--- config.mk ---
export PLATFORM = sky130hd
export DESIGN_NAME = bdf_core
export DESIGN_NICKNAME = d
export VERILOG_FILES = /design/src/inc/bdf_pkg.sv /design/src/rtl/bdf_core.sv
export VERILOG_INCLUDE_DIRS = /design/src /design/src/inc
export SDC_FILE = /design/constraint.sdc
export NUM_CORES = 1
export LEC_CHECK = 0
export BUFFER_PORTS_ARGS = -buffer_cell sky130_fd_sc_hd__buf_2
export CAP_MARGIN = 20
export CORE_MARGIN = 2
export CORE_UTILIZATION = 65
export DETAILED_ROUTE_END_ITERATION = 12
export PLACE_DENSITY = 0.93
export RECOVER_POWER = 50
export SYNTH_ARGS = -nofsm -noshare
export SYNTH_HDL_FRONTEND = slang
export SYNTH_SLANG_ARGS = --single-unit
--- constraint.sdc ---
create_clock -name clk -period 17.31 [get_ports clk]
set_clock_uncertainty 0.15 [all_clocks]
set_input_delay 3.462 -clock clk [delete_from_list [all_inputs] [get_ports clk]]
set_output_delay 3.462 -clock clk [all_outputs]
set_load 0.03 [all_outputs]
--- src/inc/bdf_params.svh ---
`ifndef BDF_PARAMS_SVH
`define BDF_PARAMS_SVH
`define BDF_CLK_HZ 27'd125000000
`define BDF_ADDR_BRIGHT 8'h00
`define BDF_ADDR_CTRL 8'h01
`define BDF_ADDR_STATUS 8'h02
`define BDF_ADDR_FREQ 8'h03
`define BDF_ADDR_SHAPE 8'h04
`define BDF_ADDR_DITH 8'h05
`define BDF_RST_BYTE 8'h00
`define BDF_RST_FREQ 8'h01
`define BDF_SRC_EXT 2'b00
`define BDF_SRC_REG 2'b10
`define BDF_FLAG_OPEN 0
`define BDF_FLAG_SHORT 1
`define BDF_FLAG_UV 2
`define BDF_FLAG_OC 3
`define BDF_FLAG_OT 4
`define BDF_FREQ_UNIT 16'd1202
`define BDF_FREQ_LOW_HZ 16'd2402
`define BDF_BOOST_312K 2'b00
`define BDF_BOOST_1250K 2'b10
`define BDF_FULL_SCALE 32'd2048
`define BDF_CHANNELS 6
`endif

--- src/inc/bdf_pkg.sv ---
`default_nettype none
package bdf_pkg;
    typedef enum logic [1:0] {
        BDF_SHUT = 2'b00,
        BDF_IDLE = 2'b01,
        BDF_ACT = 2'b10
    } bdf_mode_type;
    typedef struct packed {
        logic enableIoSupplyPin;
        logic extDimIn;
        logic [5:0] lowCmp;
        logic [5:0] midCmp;
        logic [5:0] highCmp;
        logic belowLoThresh;
        logic belowHiThresh;
        logic overcurrentGuard;
        logic tempAbove150;
        logic tempBelow130;
        logic fsetFloatHigh;
        logic fsetShortGnd;
        logic [1:0] fsetBoostSel;
        logic [2:0] fsetDimSel;
    } bdf_pins_type;
endpackage : bdf_pkg
`default_nettype wire

--- src/rtl/bdf_core.sv ---
`include "bdf_params.svh"
`default_nettype none
module bdf_core #(
    parameter int RAMP_MS_CYCLES = 125000,
    parameter int HEADROOM_CYCLES = 1024,
    parameter int LEVEL_W = 5
) (
    // clock and reset
    input wire logic clk,
    input wire logic resetn,
    // analog comparators and pins
    input wire bdf_pkg::bdf_pins_type pinsAsync,
    // register port
    input wire logic regWrEn,
    input wire logic regRdEn,
    input wire logic [7:0] regAddr,
    input wire logic [7:0] regWrData,
    output logic [7:0] regRdData,
    // string and boost control
    output logic [5:0] channelOut,
    output logic boostEnable,
    output logic [1:0] boostFreqSel,
    output logic [LEVEL_W-1:0] boostLevelReq,
    output logic activeMode
);
    // three-stage pin synchroniser
    bdf_pkg::bdf_pins_type s1_ff, s2_ff, s3_ff, pin_ff;
    always_ff @(posedge clk or negedge resetn) begin
        if (!resetn) begin
            s1_ff <= '0;
            s2_ff <= '0;
            s3_ff <= '0;
            pin_ff <= '0;
        end else begin
            s1_ff <= pinsAsync;
            s2_ff <= s1_ff;
            s3_ff <= s2_ff;
            if (s2_ff == s3_ff) begin
                pin_ff <= s3_ff;
            end
        end
    end

    // registers
    logic [7:0] bright_ff, ctrl_ff, status_ff, freq_ff, shape_ff, dith_ff;
    bdf_pkg::bdf_mode_type mode_ff, nxt_mode;
    wire isAct = (mode_ff == bdf_pkg::BDF_ACT);
    wire onBit = ctrl_ff[0];
    wire [1:0] srcSel = ctrl_ff[2:1];
    wire freqFromResistorSel = freq_ff[4];
    wire [3:0] dimFrequencyCode = freq_ff[3:0];
    wire lowSupplyDetectEn = freq_ff[5];
    wire lowSupplyThresholdSel = freq_ff[6];
    wire [2:0] phaseShiftConfig = shape_ff[2:0];
    wire [2:0] slopeSel = shape_ff[5:3];
    wire [1:0] ditherSel = dith_ff[1:0];
    wire steadyDither = dith_ff[2];
    wire wrBright = regWrEn && regAddr == `BDF_ADDR_BRIGHT;
    wire wrCtrl = regWrEn && regAddr == `BDF_ADDR_CTRL;
    wire cfgOpen = !isAct;
    wire wrFreq = regWrEn && cfgOpen && regAddr == `BDF_ADDR_FREQ;
    wire wrShape = regWrEn && cfgOpen && regAddr == `BDF_ADDR_SHAPE;
    wire wrDith = regWrEn && cfgOpen && regAddr == `BDF_ADDR_DITH;
    wire rdStatus = regRdEn && regAddr == `BDF_ADDR_STATUS;

    always_ff @(posedge clk or negedge resetn) begin
        if (!resetn) begin
            bright_ff <= `BDF_RST_BYTE;
            ctrl_ff <= `BDF_RST_BYTE;
            freq_ff <= `BDF_RST_FREQ;
            shape_ff <= `BDF_RST_BYTE;
            dith_ff <= `BDF_RST_BYTE;
        end else begin
            if (wrBright) bright_ff <= regWrData;
            if (wrCtrl) ctrl_ff <= regWrData;
            if (wrFreq) freq_ff <= regWrData;
            if (wrShape) shape_ff <= regWrData;
            if (wrDith) dith_ff <= regWrData;
        end
    end

    wire [7:0] rdMux = regAddr == `BDF_ADDR_BRIGHT ? bright_ff :
                       regAddr == `BDF_ADDR_CTRL ? ctrl_ff :
                       regAddr == `BDF_ADDR_STATUS ? status_ff :
                       regAddr == `BDF_ADDR_FREQ ? freq_ff :
                       regAddr == `BDF_ADDR_SHAPE ? shape_ff :
                       regAddr == `BDF_ADDR_DITH ? dith_ff : 8'h00;
    always_ff @(posedge clk or negedge resetn) begin
        if (!resetn) regRdData <= 8'h00;
        else if (regRdEn) regRdData <= rdMux;
    end

    // operating mode
    wire enPin = pin_ff.enableIoSupplyPin;
    wire wantOn = (srcSel == `BDF_SRC_EXT) ? pin_ff.extDimIn : onBit;
    always_comb begin
        nxt_mode = mode_ff;
        case (mode_ff)
            bdf_pkg::BDF_SHUT: if (enPin) nxt_mode = bdf_pkg::BDF_IDLE;
            bdf_pkg::BDF_IDLE: if (wantOn) nxt_mode = bdf_pkg::BDF_ACT;
            bdf_pkg::BDF_ACT: if (!wantOn) nxt_mode = bdf_pkg::BDF_IDLE;
            default: nxt_mode = bdf_pkg::BDF_SHUT;
        endcase
        if (!enPin) nxt_mode = bdf_pkg::BDF_SHUT;
    end
    always_ff @(posedge clk or negedge resetn) begin
        if (!resetn) mode_ff <= bdf_pkg::BDF_SHUT;
        else mode_ff <= nxt_mode;
    end

    // protections
    logic otHold_ff;
    wire uvNow = lowSupplyDetectEn && (lowSupplyThresholdSel ?
                 pin_ff.belowHiThresh : pin_ff.belowLoThresh);
    wire ocNow = pin_ff.overcurrentGuard;
    always_ff @(posedge clk or negedge resetn) begin
        if (!resetn) otHold_ff <= 1'b0;
        else if (pin_ff.tempAbove150) otHold_ff <= 1'b1;
        else if (pin_ff.tempBelow130) otHold_ff <= 1'b0;
    end
    wire ledRun = isAct && !uvNow && !otHold_ff;
    wire boostRun = ledRun && !ocNow;

    // enabled strings and headroom loop
    wire [2:0] nStr = (phaseShiftConfig == 3'd0 || phaseShiftConfig == 3'd7) ?
                      3'd6 : phaseShiftConfig;
    wire staggered = phaseShiftConfig != 3'd0;
    logic [5:0] strEn;
    logic [5:0] strOpt;
    genvar g;
    generate
        for (g = 0; g < `BDF_CHANNELS; g++) begin : g_str
            assign strEn[g] = 3'(g) < nStr;
            assign strOpt[g] = strEn[g] && !pin_ff.lowCmp[g] &&
                               !pin_ff.midCmp[g] && !pin_ff.highCmp[g];
        end
    endgenerate
    wire anyLow = |(pin_ff.lowCmp & strEn);
    wire anyHigh = |(pin_ff.highCmp & strEn);
    wire anyOpt = |strOpt;
    wire lvlMax = &boostLevelReq;
    logic [31:0] hrCnt_ff;
    wire hrTick = hrCnt_ff == 32'(HEADROOM_CYCLES - 1);
    always_ff @(posedge clk or negedge resetn) begin
        if (!resetn) begin
            hrCnt_ff <= '0;
            boostLevelReq <= '0;
        end else begin
            hrCnt_ff <= hrTick ? 32'd0 : hrCnt_ff + 32'd1;
            if (!boostRun) boostLevelReq <= '0;
            else if (hrTick && anyLow && !lvlMax)
                boostLevelReq <= boostLevelReq + 1'b1;
            else if (hrTick && !anyLow && anyHigh && !anyOpt &&
                     boostLevelReq != '0)
                boostLevelReq <= boostLevelReq - 1'b1;
        end
    end

    // fault flags, set wins over read clear
    logic [4:0] setF;
    assign setF[`BDF_FLAG_OPEN] = boostRun && anyLow && lvlMax;
    assign setF[`BDF_FLAG_SHORT] = ledRun && anyOpt && anyHigh;
    assign setF[`BDF_FLAG_UV] = isAct && enPin && uvNow;
    assign setF[`BDF_FLAG_OC] = isAct && ocNow;
    assign setF[`BDF_FLAG_OT] = otHold_ff;
    logic [7:0] clrF;
    always_comb begin
        clrF = rdStatus ? 8'hff : 8'h00;
        if (!enPin) clrF[`BDF_FLAG_UV] = 1'b1;
    end
    always_ff @(posedge clk or negedge resetn) begin
        if (!resetn) status_ff <= `BDF_RST_BYTE;
        else status_ff <= (status_ff & ~clrF) | {3'b000, setF};
    end

    // dimming rate: hz and resolution
    logic [15:0] dimHz;
    logic [3:0] resBits;
    wire fsetFloat = pin_ff.fsetFloatHigh;
    wire directDim = pin_ff.fsetShortGnd && freqFromResistorSel;
    always_comb begin
        dimHz = `BDF_FREQ_UNIT * 16'd8;
        resBits = 4'd10;
        if (!freqFromResistorSel) begin
            if (dimFrequencyCode == 4'd0) begin
                dimHz = `BDF_FREQ_UNIT * 16'd4;
                resBits = 4'd11;
            end else if (dimFrequencyCode < 4'd5) begin
                dimHz = `BDF_FREQ_UNIT * (16'd4 + 16'(dimFrequencyCode));
                resBits = 4'd10;
            end else if (dimFrequencyCode < 4'd12) begin
                dimHz = `BDF_FREQ_UNIT * (16'd5 + 16'(dimFrequencyCode));
                resBits = 4'd9;
            end else begin
                dimHz = `BDF_FREQ_UNIT * (16'(dimFrequencyCode) * 16'd4 - 16'd28);
                resBits = 4'd8;
            end
        end else if (!fsetFloat) begin
            case (pin_ff.fsetDimSel)
                3'd0: begin dimHz = `BDF_FREQ_LOW_HZ; resBits = 4'd12; end
                3'd1: begin dimHz = `BDF_FREQ_UNIT * 16'd4; resBits = 4'd11; end
                3'd2: begin dimHz = `BDF_FREQ_UNIT * 16'd5; resBits = 4'd10; end
                3'd3: begin dimHz = `BDF_FREQ_UNIT * 16'd8; resBits = 4'd10; end
                3'd4: begin dimHz = `BDF_FREQ_UNIT * 16'd10; resBits = 4'd9; end
                3'd5: begin dimHz = `BDF_FREQ_UNIT * 16'd12; resBits = 4'd9; end
                3'd6: begin dimHz = `BDF_FREQ_UNIT * 16'd14; resBits = 4'd9; end
                default: begin dimHz = `BDF_FREQ_UNIT * 16'd16; resBits = 4'd9; end
            endcase
        end
    end
    wire [1:0] nxt_boostSel = (fsetFloat || pin_ff.fsetShortGnd) ?
                              `BDF_BOOST_1250K : pin_ff.fsetBoostSel;

    // tick generator at hz times 2^res, exact modulo accumulator
    logic [26:0] acc_ff;
    wire [26:0] stepHz = 27'(dimHz) << resBits;
    // one spare bit: the sum can pass 2^27 just before a wrap
    wire [27:0] accSum = 28'(acc_ff) + 28'(stepHz);
    wire dimTick = accSum >= 28'(`BDF_CLK_HZ);
    logic [11:0] cnt_ff;
    logic [2:0] perIdx_ff;
    wire [11:0] perMask = 12'((13'd1 << resBits) - 13'd1);
    wire perEnd = dimTick && cnt_ff == perMask;
    always_ff @(posedge clk or negedge resetn) begin
        if (!resetn) begin
            acc_ff <= '0;
            cnt_ff <= '0;
            perIdx_ff <= '0;
        end else begin
            acc_ff <= dimTick ? 27'(accSum - 28'(`BDF_CLK_HZ)) : 27'(accSum);
            if (dimTick) cnt_ff <= (cnt_ff + 12'd1) & perMask;
            if (perEnd) perIdx_ff <= perIdx_ff + 3'd1;
        end
    end

    // brightness ramp in 8.3 fixed point
    logic [10:0] ramp_ff;
    logic [31:0] slCnt_ff;
    wire [10:0] target = {bright_ff, 3'b000};
    logic [31:0] slopeMs;
    always_comb begin
        case (slopeSel)
            3'd0: slopeMs = 32'd0;
            3'd1: slopeMs = 32'd50;
            3'd2: slopeMs = 32'd75;
            3'd3: slopeMs = 32'd100;
            3'd4: slopeMs = 32'd150;
            3'd5: slopeMs = 32'd200;
            3'd6: slopeMs = 32'd300;
            default: slopeMs = 32'd500;
        endcase
    end
    wire [31:0] stepCycles = slopeMs * 32'(RAMP_MS_CYCLES) / `BDF_FULL_SCALE;
    wire ramping = ramp_ff != target;
    wire slStep = slCnt_ff >= stepCycles;
    always_ff @(posedge clk or negedge resetn) begin
        if (!resetn) begin
            ramp_ff <= '0;
            slCnt_ff <= '0;
        end else if (slopeMs == 32'd0) begin
            ramp_ff <= target;
            slCnt_ff <= '0;
        end else if (!ramping || slStep) begin
            slCnt_ff <= '0;
            if (ramping && ramp_ff < target) ramp_ff <= ramp_ff + 11'd1;
            else if (ramping) ramp_ff <= ramp_ff - 11'd1;
        end else begin
            slCnt_ff <= slCnt_ff + 32'd1;
        end
    end

    // duty with dither
    wire [22:0] dutyWide = 23'(ramp_ff) << resBits;
    wire [11:0] dutyInt = dutyWide[22:11];
    wire [2:0] dutyFrac = dutyWide[10:8];
    wire ditherOn = ditherSel != 2'd0 && (steadyDither || ramping);
    wire [2:0] fracMask = ditherSel == 2'd1 ? 3'b100 :
                          ditherSel == 2'd2 ? 3'b110 : 3'b111;
    wire [2:0] seqRev = {perIdx_ff[0], perIdx_ff[1], perIdx_ff[2]};
    wire stretch = ditherOn && (dutyFrac & fracMask) > seqRev;
    wire [12:0] dutyEff = 13'(dutyInt) + 13'(stretch);

    // per channel stagger and output
    wire [12:0] perLen = 13'(perMask) + 13'd1;
    wire extGate = srcSel == `BDF_SRC_REG ? 1'b1 : pin_ff.extDimIn;
    wire useReg = srcSel != `BDF_SRC_EXT;
    logic [5:0] nxt_ch;
    generate
        for (g = 0; g < `BDF_CHANNELS; g++) begin : g_ch
            wire [11:0] off = staggered ? 12'(16'(perLen) * 16'(g) / 16'd6) : 12'd0;
            wire [11:0] ph = (cnt_ff - off) & perMask;
            wire pwmOn = 13'(ph) < dutyEff;
            wire src = directDim ? pin_ff.extDimIn :
                       useReg ? (pwmOn && extGate) : pin_ff.extDimIn;
            assign nxt_ch[g] = ledRun && strEn[g] && src;
        end
    endgenerate
    always_ff @(posedge clk or negedge resetn) begin
        if (!resetn) begin
            channelOut <= '0;
            boostEnable <= 1'b0;
            boostFreqSel <= `BDF_BOOST_312K;
            activeMode <= 1'b0;
        end else begin
            channelOut <= nxt_ch;
            boostEnable <= boostRun;
            boostFreqSel <= nxt_boostSel;
            activeMode <= isAct;
        end
    end

    // checks
    cfg_write_blocked_a: assert property (
        @(posedge clk) disable iff (!resetn)
        isAct && regWrEn && regAddr == `BDF_ADDR_SHAPE |=> $stable(shape_ff))
        else $error("config changed while active");
    open_flag_set_a: assert property (
        @(posedge clk) disable iff (!resetn)
        boostRun && anyLow && lvlMax |=> status_ff[`BDF_FLAG_OPEN])
        else $error("open flag missed");
    status_read_clr_a: assert property (
        @(posedge clk) disable iff (!resetn)
        rdStatus && setF == 5'd0 && enPin |=> status_ff == 8'h00)
        else $error("status not cleared by read");
    uv_pin_clear_a: assert property (
        @(posedge clk) disable iff (!resetn)
        !enPin |=> !status_ff[`BDF_FLAG_UV])
        else $error("uv flag kept with pin low");
    oc_boost_off_a: assert property (
        @(posedge clk) disable iff (!resetn)
        ocNow |=> !boostEnable)
        else $error("boost on during overcurrent");
    ot_outputs_off_a: assert property (
        @(posedge clk) disable iff (!resetn)
        otHold_ff |=> channelOut == 6'd0 && !boostEnable)
        else $error("outputs on during overtemp");
    shut_mode_a: assert property (
        @(posedge clk) disable iff (!resetn)
        !enPin |=> !isAct ##1 !activeMode)
        else $error("active with enable pin low");
    level_rise_a: assert property (
        @(posedge clk) disable iff (!resetn)
        boostRun && hrTick && anyLow && !lvlMax ##1 boostRun
        |-> boostLevelReq == $past(boostLevelReq) + 1'b1)
        else $error("boost request did not rise");
    short_flag_set_a: assert property (
        @(posedge clk) disable iff (!resetn)
        ledRun && anyOpt && anyHigh |=> status_ff[`BDF_FLAG_SHORT])
        else $error("short flag missed");
    uv_shutdown_a: assert property (
        @(posedge clk) disable iff (!resetn)
        uvNow |=> channelOut == 6'd0 ##0 !boostEnable)
        else $error("outputs on during undervoltage");
endmodule : bdf_core
`default_nettype wire

==> Yosys cells after proc, flatten, opt, wreduce, memory -nomap -nowiden <==
Index checks and enable logic that the tools add are counted.
{ "word_totals": {"reg_bits": 319, "latch_bits": 0, "ramBits": 0, "mem_bits_ro": 0, "in_bits": 52, "out_inout_bits": 23, "wordCells": 351, "memories": 0} }
{ "classes": {"n_addsub": 21, "mul": 6, "div": 5, "n_lt_le_gt_ge": 18, "eq_ne": 30, "shifts": 3, "mux": 62, "bitwise": 13, "reduce_logical": 117} }
{ "op_table": {"columns": ["operator", "count"], "rows": [
  ["15-bit case mux with 7 select lines", 1],
  ["32-bit two-way mux", 3],
  ["12-bit bitwise AND", 7],
  ["12-bit by 13-bit < comparator with 1-bit output", 6],
  ["1-bit logical AND", 65],
  ["32-bit by 1-bit adder with 32-bit output, second input constant", 2],
  ["16-bit two-way mux", 4],
  ["9-bit case mux with 7 select lines", 1],
  ["12-bit two-way mux", 5],
  ["12-bit subtractor", 5],
  ["8-bit two-way mux", 7],
  ["11-bit two-way mux", 4],
  ["15-bit by 3-bit divider with 16-bit output, second input constant", 2],
  ["32-bit by 10-bit equality test with 1-bit output, second input constant", 1],
  ["32-bit equality test", 1],
  ["32-bit by 21-bit >= comparator with 1-bit output", 1],
  ["32-bit logical NOT", 1],
  ["32-bit by 14-bit multiplier with 29-bit output, second input constant", 1],
  ["10-bit by 5-bit multiplier with 15-bit output, first input constant", 2],
  ["27-bit by 27-bit adder with 28-bit output", 1],
  ["28-bit by 27-bit >= comparator with 1-bit output, second input constant", 1],
  ["27-bit two-way mux", 1],
  ["16-bit by 4-bit << shifter with 27-bit output", 1],
  ["27-bit subtractor, second input constant", 1],
  ["other kinds (64)", 151]
]} }

==> Depth between registers and ports, before layout <==
Gate-level depths: netlist of the first run.
{ "depth": {"word_depth": 18, "ltp_mapped": 79, "ltp_nobuf": 70} }

==> Least setup slack after synthesis of the first run <==
Ideal clock, no wire load.
{ "synth_path": {"path_kind": "register to register", "startpoint": "reg freq_ff[0]", "endpoint": "reg channelOut[4]", "t_arrival_ns": 14.344, "t_required_ns": 17.056, "path_slack_ns": 2.712, "stages_incl_launch_ff": 78, "n_path_buf": 10, "path_cell_list": "dfstp_2 clkbuf_1 inv_1 ha_1 or3b_1 a31o_1 nand2_1 buf_1 clkbuf_1 clkbuf_1 nand3_1 ha_1 clkbuf_1 nor2_1 a21oi_1 a21oi_1 nor2_1 inv_1 (+42 left out) inv_1 fa_1 ha_1 a21boi_0 o21a_1 o21a_1 o21a_1 o21a_1 o21a_1 o21ai_0 nand2b_1 a21oi_1 nor2b_1 o21ai_0 nand2b_1 a21oi_1 o21ai_0 a221oi_1"} }
{ "synth_via": {"elab_chain_cells": 17, "elab_cells_between_ends": 24} }
{ "synth_rtl": {"columns": ["element", "line", "rtl"], "rows": [
  ["start, declared", "bdf_core.sv:45", "logic [7:0] bright_ff, ctrl_ff, status_ff, freq_ff, shape_ff, dith_ff;"],
  ["start signal, assigned", "bdf_core.sv:70", "freq_ff <= `BDF_RST_FREQ;"],
  ["start signal, assigned", "bdf_core.sv:76", "if (wrFreq) freq_ff <= regWrData;"],
  ["4-bit < comparator", "bdf_core.sv:191", "end else if (dimFrequencyCode < 4'd12) begin"],
  ["1-bit two-way mux", "bdf_core.sv:191", null],
  ["2-bit two-way mux", "bdf_core.sv:188", "end else if (dimFrequencyCode < 4'd5) begin"],
  ["2-bit two-way mux (*)", "bdf_core.sv:185", "if (dimFrequencyCode == 4'd0) begin"],
  ["4-bit two-way mux (*)", "bdf_core.sv:184", "if (!freqFromResistorSel) begin"],
  ["1-bit by 4-bit << shifter with 12-bit output", "bdf_core.sv:222", "wire [11:0] perMask = 12'((13'd1 << resBits) - 13'd1);"],
  ["12-bit by 1-bit subtractor with 12-bit output", "bdf_core.sv:222", null],
  ["12-bit by 1-bit adder with 13-bit output", "bdf_core.sv:284", "wire [12:0] perLen = 13'(perMask) + 13'd1;"],
  ["(+2 left out)", null, null],
  ["12-bit subtractor", "bdf_core.sv:291", "wire [11:0] ph = (cnt_ff - off) & perMask;"],
  ["12-bit bitwise AND", "bdf_core.sv:291", null],
  ["12-bit by 13-bit < comparator with 1-bit output (*)", "bdf_core.sv:292", "wire pwmOn = 13'(ph) < dutyEff;"],
  ["1-bit logical AND (*)", "bdf_core.sv:294", "useReg ? (pwmOn && extGate) : pin_ff.extDimIn;"],
  ["1-bit two-way mux (*)", "bdf_core.sv:294", null],
  ["1-bit two-way mux (*)", "bdf_core.sv:293", "wire src = directDim ? pin_ff.extDimIn :"],
  ["1-bit logical AND (*)", "bdf_core.sv:295", "assign nxt_ch[g] = ledRun && strEn[g] && src;"],
  ["named net nxt_ch[4]", "bdf_core.sv:287", "logic [5:0] nxt_ch;"],
  ["end signal, assigned", "bdf_core.sv:305", "channelOut <= nxt_ch;"],
  ["end, declared", "bdf_core.sv:20", "output logic [5:0] channelOut,"]
]} }
The timed path passes the listed nets; every way through them passes the cells marked *.
A chain may end at the register's enable or synchronous reset.

==> Final worst setup path of the first run <==
{ "layout_path": {"startpoint": "reg freq_ff[0]", "endpoint": "reg channelOut[5]"} }
{ "layout_via": {"elab_chain_cells": 18, "elab_cells_between_ends": 25} }
{ "layout_rtl": {"columns": ["element", "line"], "rows": [
  ["4-bit < comparator", "bdf_core.sv:191"],
  ["1-bit two-way mux", "bdf_core.sv:191"],
  ["2-bit two-way mux", "bdf_core.sv:188"],
  ["2-bit two-way mux (*)", "bdf_core.sv:185"],
  ["4-bit two-way mux (*)", "bdf_core.sv:184"],
  ["1-bit by 4-bit << shifter with 12-bit output", "bdf_core.sv:222"],
  ["12-bit by 1-bit subtractor with 12-bit output", "bdf_core.sv:222"],
  ["12-bit by 1-bit adder with 13-bit output", "bdf_core.sv:284"],
  ["(+3 left out)", null],
  ["12-bit subtractor", "bdf_core.sv:291"],
  ["12-bit bitwise AND", "bdf_core.sv:291"],
  ["12-bit by 13-bit < comparator with 1-bit output (*)", "bdf_core.sv:292"],
  ["1-bit logical AND (*)", "bdf_core.sv:294"],
  ["1-bit two-way mux (*)", "bdf_core.sv:294"],
  ["1-bit two-way mux (*)", "bdf_core.sv:293"],
  ["1-bit logical AND (*)", "bdf_core.sv:295"],
  ["named net nxt_ch[5]", "bdf_core.sv:287"]
]} }
Marks and branches as above.

==> results of run 1 <==
==> metrics by stage <==
step / hold slack, ns / util, % / setup WS (ns)
5_1_grt: 0.203 / 70.3 / 0.519
3_5_place_dp: 0.185 / 68.0 / 2.04
4_1_cts: 0.195 / 70.4 / 1.94
6_report: 0.195 / 70.3 / 1.72
2_1_floorplan: 0.181 / - / 2.71
3_3_place_gp: 0.183 / 68.0 / 2.55
==> final cells by class <==
class,count,area share [%]
Inverter,241,3.00
Tap cell,585,2.42
Clock inverter,19,0.717
Sequential cell,313,25.9
Antenna cell,1,0.00828
Multi-Input combinational cell,2510,63.3
Timing Repair Buffer,104,1.87
Clock buffer,37,2.70
==> layer usage <==
| layer | GRT usage, % | up-vias | share of wire (%) |
|---|---|---|---|
| met4 | 16.9 | 0 | 6.0 |
| met2 | 58.0 | 1281 | 47 |
| met5 | 0 | - | 0 |
| li1 | - | 11200 | - |
| met3 | 5.29 | 366 | 8.0 |
| met1 | 42.2 | 11600 | 39 |
==> final timing paths <==
| check | start | end | slack (ns) | cells past startpoint |
|---|---|---|---|---|
| max | freq_ff[0]$_DFFE_PN1P_ | channelOut[5]$_DFF_PN0_ | 1.72 | 63 |
| min | s1_ff[9]$_DFF_PN0_ | s2_ff[9]$_DFF_PN0_ | 0.20 | 0 |
| max reg2reg | freq_ff[0]$_DFFE_PN1P_ | channelOut[5]$_DFF_PN0_ | 1.72 | 63 |
| min reg2reg | s1_ff[9]$_DFF_PN0_ | s2_ff[9]$_DFF_PN0_ | 0.20 | 0 |
| max in group asynchronous | resetn | s1_ff[10]$_DFF_PN0_ | 5.11 | 2 |
| min in group asynchronous | resetn | hrCnt_ff[20]$_DFF_PN0_ | 5.11 | 1 |
==> state kept, by name, summed over array words and instances, names as in the netlist, 2 cells and up <==
register / cells
pin_ff: 29
shape_ff: 8
bright_ff: 8
channelOut: 6
s2_ff: 32
s1_ff: 32
cnt_ff: 12
s3_ff: 32
regRdData: 8
boostLevelReq: 5
acc_ff: 21
freq_ff: 8
hrCnt_ff: 32
boostFreqSel: 2
ramp_ff: 11
ctrl_ff: 8
slCnt_ff: 32
mode_ff: 2
perIdx_ff: 3
status_ff: 8
dith_ff: 8
==> critical path, delay by kind of cell, from the launching register on <==
kind | cells | cell delay (ns)
simple gates | 24 | 5.11
fa+ha+maj | 12 | 3.60
compound gates | 17 | 3.50
buf+inv | 5 | 0.95
xor+xnor | 3 | 0.77
flops | 1 | 0.76
mux | 2 | 0.59
==> Yosys cell counts, types with 27 or more instances <==
master	n	area [µm²]
ha_1	396	4950
dfrtp_1	312	7810
nor2_1	253	950
nand2_1	234	878
inv_1	232	871
a21oi_1	211	1060
xnor2_1	185	1620
o21ai_0	150	751
xor2_1	89	780
nand3_1	85	425
mux2_2	84	946
a21o_1	70	526
clkbuf_1	59	221
nand2b_1	59	369
nor3_1	48	240
mux2i_1	45	450
fa_1	42	841
o21a_1	40	300
o21bai_1	34	255
nor2b_1	32	200
and2_1	30	188
a22oi_1	28	210
nand4_1	27	169
==> kinds of logic (layout without fill, tap and decap cells) <==
kind of cell    Yosys count  count (layout)  synth area share [%]
buf+inv                 329             401                  4.62
compound gates          748             748                  17.6
simple gates            901             901                  15.7
xor+xnor                276             276                  8.67
fa+ha+maj               438             438                  20.5
mux                     131             131                  5.08
other cells               1              17                0.0133
flops                   313             313                  27.8
==> power by group through the flow <==
stage	combinational [mW]	clock, mW	sequential (mW)
final	3.17	0.696	0.900
after floorplan	2.41	0	0.871
after global placement	2.91	0	0.903
after global routing	3.52	0.728	0.905
after CTS	3.11	0.698	0.895
after detailed placement	3.04	0	0.907
==> flow_summary.toml, run 1 <==
[pwr]
power_switching_mw = 2.24
p_total_mw = 4.76
intPower_mw = 2.53
cellPowerDensity_nw_per_um2 = 158
power.combinational.fraction_pct = 66.5
switching_share_pct = 47.0
ir_worst_vdd_uv = 143
p_leak_nw = 14.4
pwr-share-clk_pct = 14.6
seqPwrFrac_pct = 18.9

[timing]
finalCritPeriodShare_pct = 90.0
fmax_mhz = 64.2
rsz0062_at_grt = "false"
relSlewSlack_pct = -326
final-setup-viol-count = 0
maxSlewViolCount = 344
worst_slew_pin_slew_ns = 6.38
setup-tns-final_ns = 0
fin_crit_ns = 15.59
hold_viol = 0

[critical_path]
cp_common_cell = "ha_1"
cp.required_ns = 17.64
arrival_ns = 15.91
cp_max_fo = 32
crit_path_start_kind = "flop"
critical_path_class = "reg -> reg"
end_kind = "flop"
cpMaxStageDelayCell = "dfstp_2"
cpPeakStageDelay_ns = 0.76

[yosys]
synth_cell_types = 116
ys_ff_latch = 313
synthesis.area_um2 = 28200
ys_seq_area_share_pct = 27.8
syn_area_per_cell_um2 = 8.99
synth_flop_cell = "dfrtp_1"
syn_inst = 3137
async_reset_ff_share_pct = 100
ys.warnings.count = 0
synth-edff-count = 0

[clock_network]
clock_latency_ns = 0.58
cts_buffers = 30
cts_sinks = 313
cts_setup_buffers = 0
holdBufCountCts = 0
cts_tree = "yes"
clkTransAtPathRegs_ns = 0.07
clockBufferDepth = 3
clk_root_buffer_cell = "clkbuf_16"
cts_max_level = 1
cts.repair.resized = 0

[final_layout]
drive_gt1_share_pct = 9.24
multiInputGateArea_um2 = 19100
fillers = 3005
mostFrequentLayoutCell = "ha_1"
design_area_um2 = 30200
area_growth_pct = 7.11
fin_cells = 3810
fin_nets = 3690
mostFrequentLayoutCells = "ha_1 (396), dfrtp_1 (312), nor2_1 (253)"
register_area_um2 = 7830

[drt]
vias = 24500
firstDrtPassIters = 6
wl_um = 76600
drtAntennaViolNets = 0
vias_per_cell = 6.43
drt-wirelength-per-cell_um = 20.1
drtIter0Drc = 2604
drcViolationCount = 0

[global_route]
grt_usage_pct = 34.1
antenna_found_initial = 2
grt_pass1_vias = 24100
grt_first_pass_wirelength_um = 123000
gr-total-overflow = 0
grt_max_degree = 192

[outcome]
status = "finished with violations"
violations = "max-capacitance violations, max-slew violations"

[placed_design]
dpl-instance-area_um2 = 29200
dp_hpwl_um = 54600
place_congestion = 0.995
dp.cells = 3752
portBuffers = 74

[die]
coreArea_um2 = 43000
num_io_pins = 75
std_cell_rows = 76
fp.dieH_um = 212
die_area_um2 = 45100
die_w_um = 212
start_util_pct = 65.6

[flow_run]
maxCapViolations = 3

[worst_hold_path]
min_path_type = "reg -> reg"
(Power assumes the default switching activity.)
==> run 2, diff against run 1 <==
--- a/config.mk
+++ b/config.mk
@@ -8,6 +8,7 @@
 export LEC_CHECK = 0
 export BUFFER_PORTS_ARGS = -buffer_cell sky130_fd_sc_hd__buf_2
 export CAP_MARGIN = 20
+export CORE_ASPECT_RATIO = 0.5
 export CORE_MARGIN = 2
 export CORE_UTILIZATION = 65
 export DETAILED_ROUTE_END_ITERATION = 12
==> run 2 against run 1 <==
  * The run still ends with max-capacitance violations, max-slew violations left
  * Largest cell class unchanged
  * Setup slack improved by 0.21 ns
  * Cell area decreased by 0.34%
  * Wire length increased by 2.2%
  * Die area increased by 0.23%
  * Utilization increased by 0.76 points
  * Clock power about the same
==> flow_summary.toml, run 2 (same netlist as run 1, synthesis figures left out) <==
[drt]
drt-wirelength-per-cell_um = 20.7
drtIter0Drc = 2562
firstDrtPassIters = 9
wl_um = 78300
drcViolationCount = 0
vias = 24800
vias_per_cell = 6.55
drtAntennaViolNets = 0

[die]
die_area_um2 = 45200
start_util_pct = 66.6
die_w_um = 299
coreArea_um2 = 42400
num_io_pins = 75
std_cell_rows = 53
fp.dieH_um = 151

[timing]
worst_slew_pin_slew_ns = 5.54
fin_crit_ns = 15.38
rsz0062_at_grt = "false"
hold_viol = 0
setup-tns-final_ns = 0
maxSlewViolCount = 349
fmax_mhz = 65.0
finalCritPeriodShare_pct = 88.8
final-setup-viol-count = 0
relSlewSlack_pct = -269

[clock_network]
cts_tree = "yes"
cts.repair.resized = 0
clk_root_buffer_cell = "clkbuf_16"
cts_sinks = 313
holdBufCountCts = 0
cts_setup_buffers = 0
clkTransAtPathRegs_ns = 0.08
clock_latency_ns = 0.60
clockBufferDepth = 3
cts_max_level = 1
cts_buffers = 30

[critical_path]
cp_max_fo = 28
cpPeakStageDelay_ns = 0.75
arrival_ns = 15.70
cpMaxStageDelayCell = "dfstp_2"
cp_common_cell = "ha_1"
regToRegStartpoint = "freq_ff[0]$_DFFE_PN1P_"
reg2reg_depth = 70
cp.required_ns = 17.63
end_kind = "flop"
r2r_slack_ns = 1.93
critical_path_class = "reg -> reg"
crit_path_start_kind = "flop"
r2r_end = "channelOut[4]$_DFF_PN0_"

[flow_run]
maxCapViolations = 3

[pwr]
pwr-share-clk_pct = 14.3
ir_worst_vdd_uv = 138
cellPowerDensity_nw_per_um2 = 161
p_leak_nw = 14.3
p_total_mw = 4.85
power.combinational.fraction_pct = 67.1
intPower_mw = 2.51
power_switching_mw = 2.34
switching_share_pct = 48.2
seqPwrFrac_pct = 18.6

[global_route]
grt_usage_pct = 34.6
grt_pass1_vias = 25300
grt_max_degree = 206
antenna_found_initial = 4
grt_first_pass_wirelength_um = 127000
gr-total-overflow = 0

[placed_design]
dpl-instance-area_um2 = 29100
dp_hpwl_um = 55100
portBuffers = 74
place_congestion = 1.02

[final_layout]
drive_gt1_share_pct = 8.44
mostFrequentLayoutCell = "ha_1"
fin_nets = 3681
area_growth_pct = 6.74
design_area_um2 = 30100
fillers = 2835
mostFrequentLayoutCells = "ha_1 (396), dfrtp_1 (312), nor2_1 (253)"

[worst_hold_path]
min-delay-start = "s1_ff[4]$_DFF_PN0_"
hold-path-cell-count = 0
min_path_type = "reg -> reg"
hold_end = "s2_ff[4]$_DFF_PN0_"

[outcome]
status = "finished with violations"
violations = "max-capacitance violations, max-slew violations"
==> run 2: worst max-delay path: cells and delay by family (launching register included) <==
kind	cells	cell delay, ns
DFF	1	0.75
AOI/OAI and AO/OA	26	5.58
muxes	1	0.30
xor gates and xnor gates	2	0.53
buffers and inverters	6	0.95
adders and majority gates	12	3.76
and+or+nand+nor	23	3.22
==> run 2: metal layers <==
metal / global-route usage (%) / up-vias / part of all wire, %
met2: 59.3 / 1256 / 47
met3: 6.24 / 450 / 8.1
li1: - / 11200 / -
met4: 21.5 / 2 / 6.6
met5: 0 / - / 0.024
met1: 41.0 / 11900 / 38
==> run 2: final cells by class <==
cell class	instances	area, µm²	area share, %
multi-input combinational	2510	19100	63.6
sequential	313	7830	26.0
inverter	241	907	3.01
clock buffer	35	800	2.66
tap	577	722	2.40
timing repair buffer	95	488	1.62
clock inverter	16	211	0.702
antenna	3	7.51	0.0249
==> run 2: worst max path at each step <==
stage                            from  slack [ns]                       to
3_5_place_dp   freq_ff[0]$_DFFE_PN1P_        2.35  channelOut[5]$_DFF_PN0_
5_1_grt        freq_ff[0]$_DFFE_PN1P_        0.87  channelOut[4]$_DFF_PN0_
3_3_place_gp   freq_ff[0]$_DFFE_PN1P_        2.84  channelOut[5]$_DFF_PN0_
4_1_cts        freq_ff[0]$_DFFE_PN1P_        2.28  channelOut[4]$_DFF_PN0_
2_1_floorplan  freq_ff[0]$_DFFE_PN1P_        2.71  channelOut[4]$_DFF_PN0_
6_report       freq_ff[0]$_DFFE_PN1P_        1.93  channelOut[4]$_DFF_PN0_
==> run 2: through the flow <==
stage                     worst slack [ns]  hold WS, ns  std cells  util [%]
after CTS                             2.28        0.201       3787      71.2
final                                 1.93        0.199       3790      71.0
after detailed placement              2.35        0.186       3736      68.8
after global routing                 0.866        0.207       3788      71.0
after floorplan                       2.71        0.181       3152         -
after global placement                2.84        0.182       3736      68.8
==> run 2: power groups by stage <==
| stage | Combinational, mW | Clock [mW] | Sequential [mW] |
|---|---|---|---|
| after floorplan | 2.41 | 0 | 0.871 |
| after global placement | 2.90 | 0 | 0.903 |
| after detailed placement | 3.07 | 0 | 0.907 |
| after CTS | 3.17 | 0.692 | 0.896 |
| after global routing | 3.57 | 0.723 | 0.907 |
| final | 3.25 | 0.693 | 0.902 |
